## src/pvd_pkg.sv

```systemverilog
// Package: register map, field layout, encodings and types for the PCI-to-VME image decoder
package pvd_pkg;

    // Register byte offsets
    localparam logic [11:0] PVD_OFF_IMG2_CTL = 12'h128;
    localparam logic [11:0] PVD_OFF_IMG2_BASE = 12'h12C;
    localparam logic [11:0] PVD_OFF_IMG2_BOUND = 12'h130;
    localparam logic [11:0] PVD_OFF_IMG2_XLAT = 12'h134;
    localparam logic [11:0] PVD_OFF_IMG3_CTL = 12'h13C;
    localparam logic [11:0] PVD_OFF_IMG3_BASE = 12'h140;
    localparam logic [11:0] PVD_OFF_IMG3_BOUND = 12'h144;
    localparam logic [11:0] PVD_OFF_IMG3_XLAT = 12'h148;
    localparam logic [11:0] PVD_OFF_STATUS = 12'h1F0;

    // Control word field positions
    localparam int PVD_CTL_EN_BIT = 31;
    localparam int PVD_CTL_POSTED_WRITE_ON_BIT = 30;
    localparam int PVD_CTL_VDW_LSB = 22;
    localparam int PVD_CTL_VAS_LSB = 16;
    localparam int PVD_CTL_PGM_BIT = 14;
    localparam int PVD_CTL_SUPER_BIT = 12;
    localparam int PVD_CTL_VCT_BIT = 8;
    localparam int PVD_CTL_LAS_BIT = 0;

    // Base, bound and offset fields hold address bits 31..16 (64 KB steps)
    localparam int PVD_HI_LSB = 16;

    // Status word field positions
    localparam int PVD_ST_MISS_LSB = 16;
    localparam int PVD_ST_LEVEL_LSB = 8;
    localparam int PVD_ST_HIT_LSB = 0;

    typedef enum logic [1:0] {
        PVD_W8 = 2'b00,
        PVD_W16 = 2'b01,
        PVD_W32 = 2'b10,
        PVD_W64 = 2'b11
    } pvd_width_t;

    typedef enum logic [2:0] {
        PVD_A16 = 3'b000,
        PVD_A24 = 3'b001,
        PVD_A32 = 3'b010,
        PVD_RSV3 = 3'b011,
        PVD_RSV4 = 3'b100,
        PVD_CRCSR = 3'b101,
        PVD_USER1 = 3'b110,
        PVD_USER2 = 3'b111
    } pvd_space_t;

    typedef struct packed {
        logic en;
        logic posted_write_on;
        pvd_width_t vme_max_width;
        pvd_space_t vme_space_select;
        logic program_modifier_bit;
        logic super_mode;
        logic block_cycle_allow;
        logic pci_space_select;
        logic [15:0] base;
        logic [15:0] bound;
        logic [15:0] xlat;
    } pvd_img_t;

    localparam pvd_img_t PVD_IMG_RESET = '{
        en: 1'b0, posted_write_on: 1'b0, vme_max_width: PVD_W32, vme_space_select: PVD_A16, program_modifier_bit: 1'b0, super_mode: 1'b0,
        block_cycle_allow: 1'b0, pci_space_select: 1'b0, base: 16'h0000, bound: 16'h0000, xlat: 16'h0000
    };

    // One forwarded access as it waits for the VME master
    typedef struct packed {
        logic [31:0] addr;
        logic [31:0] data;
        logic write;
        logic posted;
        pvd_width_t width;
        pvd_space_t space;
        logic program_am;
        logic supervisor_am;
        logic blt_ok;
        logic mblt_ok;
        logic image;
    } pvd_fwd_t;

    localparam int PVD_FIFO_DEPTH = 16;

endpackage
```

## src/pvd_image_decode.sv

```systemverilog
// PCI-to-VME image decoder: APB register file, two decode images and a forwarding FIFO
//
// Contract
// - An image decodes and forwards only while its enable bit is 1.
// - Width field: 00=8, 01=16, 10=32, 11=64 bits; resets to 10.
// - Space field: A16, A24, A32, CR/CSR, User1, User2; 011 and 100 reserved.
// - Program bit 0 gives data modifier, 1 gives program modifier.
// - Privilege bit 0 gives non-privileged, 1 gives supervisor cycles.
// - Cycle-type bit 0 forbids block transfers, 1 permits them.
// - Cycle-type bit counts only for A24/A32 with 8, 16 or 32-bit width.
// - A24/A32 with 64-bit width may use MBLT regardless of cycle-type bit.
// - Space bit 0 answers PCI memory accesses, 1 answers PCI I/O accesses.
// - Posted writes allowed when set; ignored for I/O images, all coupled.
// - Base field holds address bits 31..16, lowest decoded address.
// - Decode when address at or above base and strictly below bound.
// - Bound of zero means no upper limit above the base.
// - VME address bits 31..16 are PCI bits 31..16 plus offset, modulo.
// - Base, bound and offset resolve in 64 KB steps.
`timescale 1ns/100ps

module pvd_fifo
    import pvd_pkg::*;
#(
    parameter int WIDTH = 32,
    parameter int DEPTH = PVD_FIFO_DEPTH
) (
    input wire logic clk,
    input wire logic rst_n,
    input wire logic in_valid,
    output logic in_ready,
    input wire logic [WIDTH-1:0] in_data,
    output logic out_valid,
    input wire logic out_ready,
    output logic [WIDTH-1:0] out_data,
    output logic [$clog2(DEPTH):0] level
);
    localparam int PTR_W = $clog2(DEPTH);
    localparam logic [PTR_W-1:0] LAST = PTR_W'(DEPTH - 1);
    localparam logic [PTR_W:0] FULL = (PTR_W + 1)'(DEPTH);

    typedef struct packed {
        logic [DEPTH-1:0][WIDTH-1:0] mem;
        logic [PTR_W-1:0] wr_ptr;
        logic [PTR_W-1:0] rd_ptr;
        logic [PTR_W:0] count;
    } pvd_fifo_state_t;

    pvd_fifo_state_t state_reg;
    pvd_fifo_state_t state_next;
    logic push;
    logic pop;

    assign in_ready = state_reg.count != FULL;
    assign out_valid = state_reg.count != '0;
    assign out_data = state_reg.mem[state_reg.rd_ptr];
    assign level = state_reg.count;
    assign push = in_valid && in_ready;
    assign pop = out_valid && out_ready;

    always_comb begin
        state_next = state_reg;
        if (push) begin
            state_next.mem[state_reg.wr_ptr] = in_data;
            // Explicit wrap keeps depths that are not a power of two correct
            state_next.wr_ptr = (state_reg.wr_ptr == LAST) ? '0 : state_reg.wr_ptr + 1'b1;
        end
        if (pop) begin
            state_next.rd_ptr = (state_reg.rd_ptr == LAST) ? '0 : state_reg.rd_ptr + 1'b1;
        end
        if (push && !pop) begin
            state_next.count = state_reg.count + 1'b1;
        end else if (pop && !push) begin
            state_next.count = state_reg.count - 1'b1;
        end
    end

    always_ff @(posedge clk or negedge rst_n) begin
        if (!rst_n) begin
            state_reg <= '0;
        end else begin
            state_reg <= state_next;
        end
    end
endmodule

module pvd_image_decode
    import pvd_pkg::*;
#(
    parameter int FIFO_DEPTH = PVD_FIFO_DEPTH
) (
    input wire logic pclk,
    input wire logic presetn,
    input wire logic [11:0] paddr,
    input wire logic psel,
    input wire logic penable,
    input wire logic pwrite,
    input wire logic [31:0] pwdata,
    output logic [31:0] prdata,
    output logic pready,
    output logic pslverr,
    input wire logic pci_valid,
    output logic pci_ready,
    output logic pci_claim,
    input wire logic [31:0] pci_addr,
    input wire logic pci_io_space,
    input wire logic pci_write,
    input wire logic [31:0] pci_wdata,
    output logic vme_valid,
    input wire logic vme_ready,
    output logic [31:0] vme_addr,
    output logic [31:0] vme_wdata,
    output logic vme_write,
    output logic vme_posted,
    output logic [1:0] vme_width,
    output logic [2:0] vme_space,
    output logic vme_program,
    output logic vme_supervisor,
    output logic vme_blt_ok,
    output logic vme_mblt_ok,
    output logic vme_image
);
    localparam int FWD_W = $bits(pvd_fwd_t);
    localparam int LVL_W = $clog2(FIFO_DEPTH) + 1;

    typedef struct packed {
        pvd_img_t [1:0] img;
        logic [31:0] rdata;
        logic [15:0] miss_count;
        logic [1:0] last_hit;
    } pvd_top_state_t;

    localparam pvd_top_state_t TOP_RESET = '{
        img: {PVD_IMG_RESET, PVD_IMG_RESET},
        rdata: 32'h0000_0000,
        miss_count: 16'h0000,
        last_hit: 2'b00
    };

    pvd_top_state_t state_reg;
    pvd_top_state_t state_next;
    logic [1:0] hit;
    logic sel;
    logic any_hit;
    pvd_fwd_t fwd;
    pvd_fwd_t fwd_out;
    logic fifo_in_ready;
    logic [LVL_W-1:0] fifo_level;
    logic [31:0] rd_word;
    logic mapped;
    logic wr_en;

    // Window match for one image
    function automatic logic img_match(pvd_img_t c, logic [31:0] a, logic io);
        logic in_space;
        logic above;
        logic below;
        in_space = (c.pci_space_select == io);
        above = a[31:PVD_HI_LSB] >= c.base;
        below = (c.bound == 16'h0000) || (a[31:PVD_HI_LSB] < c.bound);
        // A reserved space code would put an undefined modifier on the bus, so it claims nothing
        return c.en && in_space && above && below && (c.vme_space_select != PVD_RSV3) && (c.vme_space_select != PVD_RSV4);
    endfunction

    function automatic logic [31:0] ctl_word(pvd_img_t c);
        logic [31:0] w;
        w = 32'h0000_0000;
        w[PVD_CTL_EN_BIT] = c.en;
        w[PVD_CTL_POSTED_WRITE_ON_BIT] = c.posted_write_on;
        w[PVD_CTL_VDW_LSB +: 2] = c.vme_max_width;
        w[PVD_CTL_VAS_LSB +: 3] = c.vme_space_select;
        w[PVD_CTL_PGM_BIT] = c.program_modifier_bit;
        w[PVD_CTL_SUPER_BIT] = c.super_mode;
        w[PVD_CTL_VCT_BIT] = c.block_cycle_allow;
        w[PVD_CTL_LAS_BIT] = c.pci_space_select;
        return w;
    endfunction

    // Decode; image 2 wins an overlap, which software must avoid anyway
    assign hit[0] = img_match(state_reg.img[0], pci_addr, pci_io_space);
    assign hit[1] = img_match(state_reg.img[1], pci_addr, pci_io_space);
    assign any_hit = |hit;
    assign sel = !hit[0];

    always_comb begin
        pvd_img_t c;
        logic a24_a32;
        c = state_reg.img[sel];
        a24_a32 = (c.vme_space_select == PVD_A24) || (c.vme_space_select == PVD_A32);
        fwd.addr = {pci_addr[31:PVD_HI_LSB] + c.xlat, pci_addr[PVD_HI_LSB-1:0]};
        fwd.data = pci_wdata;
        fwd.write = pci_write;
        fwd.posted = pci_write && c.posted_write_on && !c.pci_space_select;
        fwd.width = c.vme_max_width;
        fwd.space = c.vme_space_select;
        fwd.program_am = c.program_modifier_bit;
        fwd.supervisor_am = c.super_mode;
        fwd.blt_ok = a24_a32 && (c.vme_max_width != PVD_W64) && c.block_cycle_allow;
        fwd.mblt_ok = a24_a32 && (c.vme_max_width == PVD_W64);
        fwd.image = sel;
    end

    // Misses are taken at once so the PCI side never stalls on an access nobody claims
    assign pci_claim = any_hit;
    assign pci_ready = !any_hit || fifo_in_ready;

    pvd_fifo #(
        .WIDTH(FWD_W),
        .DEPTH(FIFO_DEPTH)
    ) u_fifo (
        .clk(pclk),
        .rst_n(presetn),
        .in_valid(pci_valid && any_hit),
        .in_ready(fifo_in_ready),
        .in_data(fwd),
        .out_valid(vme_valid),
        .out_ready(vme_ready),
        .out_data(fwd_out),
        .level(fifo_level)
    );

    assign vme_addr = fwd_out.addr;
    assign vme_wdata = fwd_out.data;
    assign vme_write = fwd_out.write;
    assign vme_posted = fwd_out.posted;
    assign vme_width = fwd_out.width;
    assign vme_space = fwd_out.space;
    assign vme_program = fwd_out.program_am;
    assign vme_supervisor = fwd_out.supervisor_am;
    assign vme_blt_ok = fwd_out.blt_ok;
    assign vme_mblt_ok = fwd_out.mblt_ok;
    assign vme_image = fwd_out.image;

    // Register read mux
    always_comb begin
        rd_word = 32'h0000_0000;
        mapped = 1'b1;
        if (paddr[1:0] != 2'b00) begin
            mapped = 1'b0;
        end else begin
            unique case (paddr)
                PVD_OFF_IMG2_CTL: rd_word = ctl_word(state_reg.img[0]);
                PVD_OFF_IMG2_BASE: rd_word = {state_reg.img[0].base, 16'h0000};
                PVD_OFF_IMG2_BOUND: rd_word = {state_reg.img[0].bound, 16'h0000};
                PVD_OFF_IMG2_XLAT: rd_word = {state_reg.img[0].xlat, 16'h0000};
                PVD_OFF_IMG3_CTL: rd_word = ctl_word(state_reg.img[1]);
                PVD_OFF_IMG3_BASE: rd_word = {state_reg.img[1].base, 16'h0000};
                PVD_OFF_IMG3_BOUND: rd_word = {state_reg.img[1].bound, 16'h0000};
                PVD_OFF_IMG3_XLAT: rd_word = {state_reg.img[1].xlat, 16'h0000};
                PVD_OFF_STATUS: begin
                    rd_word[PVD_ST_MISS_LSB +: 16] = state_reg.miss_count;
                    rd_word[PVD_ST_LEVEL_LSB +: LVL_W] = fifo_level;
                    rd_word[PVD_ST_HIT_LSB +: 2] = state_reg.last_hit;
                end
                default: mapped = 1'b0;
            endcase
        end
    end

    // Zero wait states; read data is latched in the setup cycle
    assign pready = 1'b1;
    assign pslverr = psel && penable && !mapped;
    assign prdata = state_reg.rdata;
    assign wr_en = psel && penable && pwrite && mapped;

    always_comb begin
        state_next = state_reg;
        if (psel && !penable) begin
            state_next.rdata = rd_word;
        end
        if (wr_en) begin
            for (int i = 0; i < 2; i++) begin
                if (paddr == (i == 0 ? PVD_OFF_IMG2_CTL : PVD_OFF_IMG3_CTL)) begin
                    state_next.img[i].en = pwdata[PVD_CTL_EN_BIT];
                    state_next.img[i].posted_write_on = pwdata[PVD_CTL_POSTED_WRITE_ON_BIT];
                    state_next.img[i].vme_max_width = pvd_width_t'(pwdata[PVD_CTL_VDW_LSB +: 2]);
                    state_next.img[i].vme_space_select = pvd_space_t'(pwdata[PVD_CTL_VAS_LSB +: 3]);
                    state_next.img[i].program_modifier_bit = pwdata[PVD_CTL_PGM_BIT];
                    state_next.img[i].super_mode = pwdata[PVD_CTL_SUPER_BIT];
                    state_next.img[i].block_cycle_allow = pwdata[PVD_CTL_VCT_BIT];
                    state_next.img[i].pci_space_select = pwdata[PVD_CTL_LAS_BIT];
                end
                // Bits 15..0 are not stored: 64 KB granularity
                if (paddr == (i == 0 ? PVD_OFF_IMG2_BASE : PVD_OFF_IMG3_BASE)) begin
                    state_next.img[i].base = pwdata[31:PVD_HI_LSB];
                end
                if (paddr == (i == 0 ? PVD_OFF_IMG2_BOUND : PVD_OFF_IMG3_BOUND)) begin
                    state_next.img[i].bound = pwdata[31:PVD_HI_LSB];
                end
                if (paddr == (i == 0 ? PVD_OFF_IMG2_XLAT : PVD_OFF_IMG3_XLAT)) begin
                    state_next.img[i].xlat = pwdata[31:PVD_HI_LSB];
                end
            end
        end
        if (pci_valid && pci_ready) begin
            state_next.last_hit = hit[0] ? 2'b01 : (hit[1] ? 2'b10 : 2'b00);
            if (!any_hit) begin
                // Saturates rather than wraps so a flood of misses stays visible
                if (state_reg.miss_count != 16'hFFFF) begin
                    state_next.miss_count = state_reg.miss_count + 16'h0001;
                end
            end
        end
    end

    always_ff @(posedge pclk or negedge presetn) begin
        if (!presetn) begin
            state_reg <= TOP_RESET;
        end else begin
            state_reg <= state_next;
        end
    end
endmodule

```

## config.mk

```make
export PLATFORM = sky130hd
export DESIGN_NAME = pvd_image_decode
export DESIGN_NICKNAME = d
export VERILOG_FILES = /design/src/pvd_pkg.sv /design/src/pvd_image_decode.sv
export SDC_FILE = /design/constraint.sdc
export NUM_CORES = 2
export LEC_CHECK = 0
export BUFFER_PORTS_ARGS = -buffer_cell sky130_fd_sc_hd__buf_2
export CAP_MARGIN = 20
export CELL_PAD_IN_SITES_DETAIL_PLACEMENT = 1
export CELL_PAD_IN_SITES_GLOBAL_PLACEMENT = 1
export CORE_ASPECT_RATIO = 1.1
export CORE_MARGIN = 2
export CORE_UTILIZATION = 40
export DETAILED_ROUTE_END_ITERATION = 10
export PLACE_DENSITY = 0.72
export SLEW_MARGIN = 20
export SYNTH_ARGS = -nofsm -noshare
export SYNTH_HDL_FRONTEND = slang
export SYNTH_SLANG_ARGS = --single-unit
```

## constraint.sdc

```tcl
create_clock -name pclk -period 10.2 [get_ports pclk]
set_input_delay 1.02 -clock pclk [delete_from_list [all_inputs] [get_ports pclk]]
set_output_delay 1.02 -clock pclk [all_outputs]
set_load 0.005 [all_outputs]
```

==> metrics <==
final core occ=45.0%; first-pass GRT wire length=273,000 um; Critical Path RT=10.81 ns; Pwr per Cell Area=179 nW/um^2; P&R area growth vs syn=12.0%; slowest cell delay on critical path=0.86 ns; max reg flops=1,224; Hold Buf Count CTS=0; Post-DRT Antenna Nets=0; cell count after synthesis=4,622; initial antenna violation count=22; IO Pins=230; CP Capture Type=register; synthesized area=64,300 um^2; crit share post-route=64.2%; Cell variety after synth=75; # rows=154; Post-CTS Resized=0; First-pass DRT Iterations=9; yosys warns=0; leading area contributor after synthesis=dfrtp_1; sequential share of the synthesized area=54.1%; Setup CP Type=register to register; CP Launch Type=register; slowest CP cell=xor2_1; clk_skew=0.0419 ns; Die X=386 um; Post CTS Setup Buffer Count=0; latest clock arrival within the worst-skew pair=0.81 ns; Slew Limit Fails=0; cells on worst reg2reg path=17; DRC violation total after the first TritonRoute iteration=2,567; leakage=34.0 nW; H-tree depth=4; vias in the first global route=43.4k; wire per inst=26.1 um; die footprint=164,000 um^2; routability cong.=0.849; Placed Instances=6,610; max-cap viol count=0; unrepaired setup endpoints after global routing=no; Layout Cells excl Fill=6,879; dpl hpwl=103,000 um; residual DRC count=0; Core ar.=160,000 um^2; run status=completed; CP Data Arrival Time=7.15 ns; clock tree buffer depth=3; pin count of the biggest net entering global routing=190; Starting Density=40.2%; EDFF count, synth=0; Yosys reg bits=1,389; crit path time final=6.55 ns; nets=4,863; Main synth FF type=dfrtp_1; Clock transition at path regs=0.06 ns; Slew HR=23.8%; worst setup path startpoint=state_reg[81]$_DFFE_PN0P_; worst-margin pin slew=1.14 ns; setup_tns=0 ns; CTS root buf=clkbuf_16; Hold/Removal Path Class=input pin to async pin; clk sinks=1,389; Worst R2R Setup Slack=3.65 ns; Cell Chain, Critical Path=inv_1, ha_1, a21oi_1, o21ai_0, a2111oi_0, a21oi_1, nor2_4, buf_4, nand2_1, nand2_1, ha_1, a211o_1, a2111oi_1, o31ai_1, a221oi_1, xor2_1, o21ai_0; final wirelength=179,000 um; peak supply drop=0.167 mV; Reg-to-Reg Start=state_reg[81]$_DFFE_PN0P_; total track usage=22.1%; final hold violations=0; CTS tree=built; Area contributors post-synth=dfrtp_1, mux2_2, mux4_2, o21ai_0, nand2_1; # port buffers=208; share of cells above drive strength 1=39.3%; vias per inst=5.76; height of the die=424 um; FMAX=153 MHz; CTS buffer count=149; CP max FO=41; r2r endpoint=u_fifo.state_reg[466]$_DFFE_PN0P_; area share of the largest cell type after synthesis=54.0%; # setup viols final=0; via count=39.6k; FFs w/ async S/R, synth=100%; Syn Area/Cell=13.9 um^2; gr ovfl total=0
[synthesized netlist by cell type (all sizes together) (5+ instances only)]
cell / n
a21o: 14
nand2b: 5
a22oi: 16
or4: 5
mux4: 380
xnor2: 21
ha: 88
o31ai: 5
a21oi: 40
nand4: 10
nand3: 25
mux2: 942
o21a: 5
o21ai: 452
a222oi: 28
a221oi: 9
mux2i: 8
nor4: 22
buf: 196
o2111ai: 8
nand2: 514
and3: 6
nor2b: 7
dfrtp: 1387
nor3: 22
and4: 5
clkbuf: 214
nor2: 34
inv: 73
xor2: 19
[cells by family (layout without fill, tap and decap cells)]
logic type,Yosys count,in the layout,synth area share [%]
DFF,1389,1389,54.1
muxes,1330,1330,30.1
and+or+nand+nor,679,679,4.57
AOI/OAI and AO/OA,609,609,5.45
buffers and inverters,483,620,3.51
adders and majority gates,90,90,1.78
xor gates and xnor gates,40,40,0.545
other,2,16,0.0117
[report_power, final]
part / switching (W) / internal (W) / leakage, nW
Clock: 0.00227 / 0.00314 / 2.39
Combinational: 0.00101 / 0.000688 / 12.3
Sequential: 0.000237 / 0.00555 / 19.4
[worst max-delay path by stage]
stage	to	slack, ns	depth (start not counted)
after global routing	u_fifo.state_reg[542]$_DFFE_PN0P_	3.17	17
after global placement	u_fifo.state_reg[316]$_DFFE_PN0P_	2.96	18
after floorplan	u_fifo.state_reg[1075]$_DFFE_PN0P_	4.65	23
final	u_fifo.state_reg[466]$_DFFE_PN0P_	3.65	17
after detailed placement	u_fifo.state_reg[1000]$_DFFE_PN0P_	2.76	18
after CTS	u_fifo.state_reg[544]$_DFFE_PN0P_	3.46	18
[worst max-delay path: cells and delay by family (launching register included)]
kind / cells / cell delay (ns)
AND/OR/NAND/NOR: 3 / 0.86
AO/OA/AOI/OAI: 9 / 2.90
XOR/XNOR: 1 / 0.86
adder cells (fa/ha/maj): 2 / 0.54
flip-flops: 1 / 0.41
buffers and inverters: 2 / 0.75
[placed cells by master, fill, tap and decap left out, drive strengths merged, types with 22 or more instances in the layout]
master / netlist / routed
ha: 88 / 88
clkbuf: 214 / 219
clkinv: 0 / 29
nor4: 22 / 22
mux4: 380 / 380
mux2: 942 / 942
o21ai: 452 / 452
a21oi: 40 / 40
nand3: 25 / 25
nor2: 34 / 34
nand2: 514 / 514
nor3: 22 / 22
dfrtp: 1387 / 1387
buf: 196 / 286
inv: 73 / 78
a222oi: 28 / 28
[metrics by stage]
stage          hold slack [ns]  instance area, um^2  total power, W  setup WS [ns]
2_1_floorplan            0.438                64300         0.00699           4.65
3_3_place_gp             0.456                67000         0.00761           2.96
3_5_place_dp             0.465                67100         0.00762           2.76
4_1_cts                  0.268                71900          0.0131           3.46
5_1_grt                  0.314                72000          0.0134           3.17
6_report                 0.279                72000          0.0129           3.65
[final cells by class]
| type | instances | area, um^2 |
|---|---|---|
| clock inverter | 42 | 479 |
| clock buffer | 219 | 4360 |
| antenna | 7 | 17.5 |
| fill | 16000 | 88000 |
| sequential | 1389 | 34800 |
| tap | 2106 | 2640 |
| timing repair buffer | 286 | 1860 |
| inverter | 73 | 274 |
| multi-input combinational | 2757 | 27600 |
[metal layers]
| layer | global-route usage (%) | vias up | share of wire, % | wire length (um) |
|---|---|---|---|---|
| met5 | 0 | - | 0.065 | 116 |
| met1 | 28.9 | 21400 | 42 | 75800 |
| met2 | 36.9 | 950 | 49 | 88600 |
| met3 | 4.49 | 314 | 5.1 | 9210 |
| li1 | - | 16900 | - | - |
| met4 | 6.91 | 20 | 3.1 | 5470 |
Note: power is estimated with default switching activity, not from simulation.
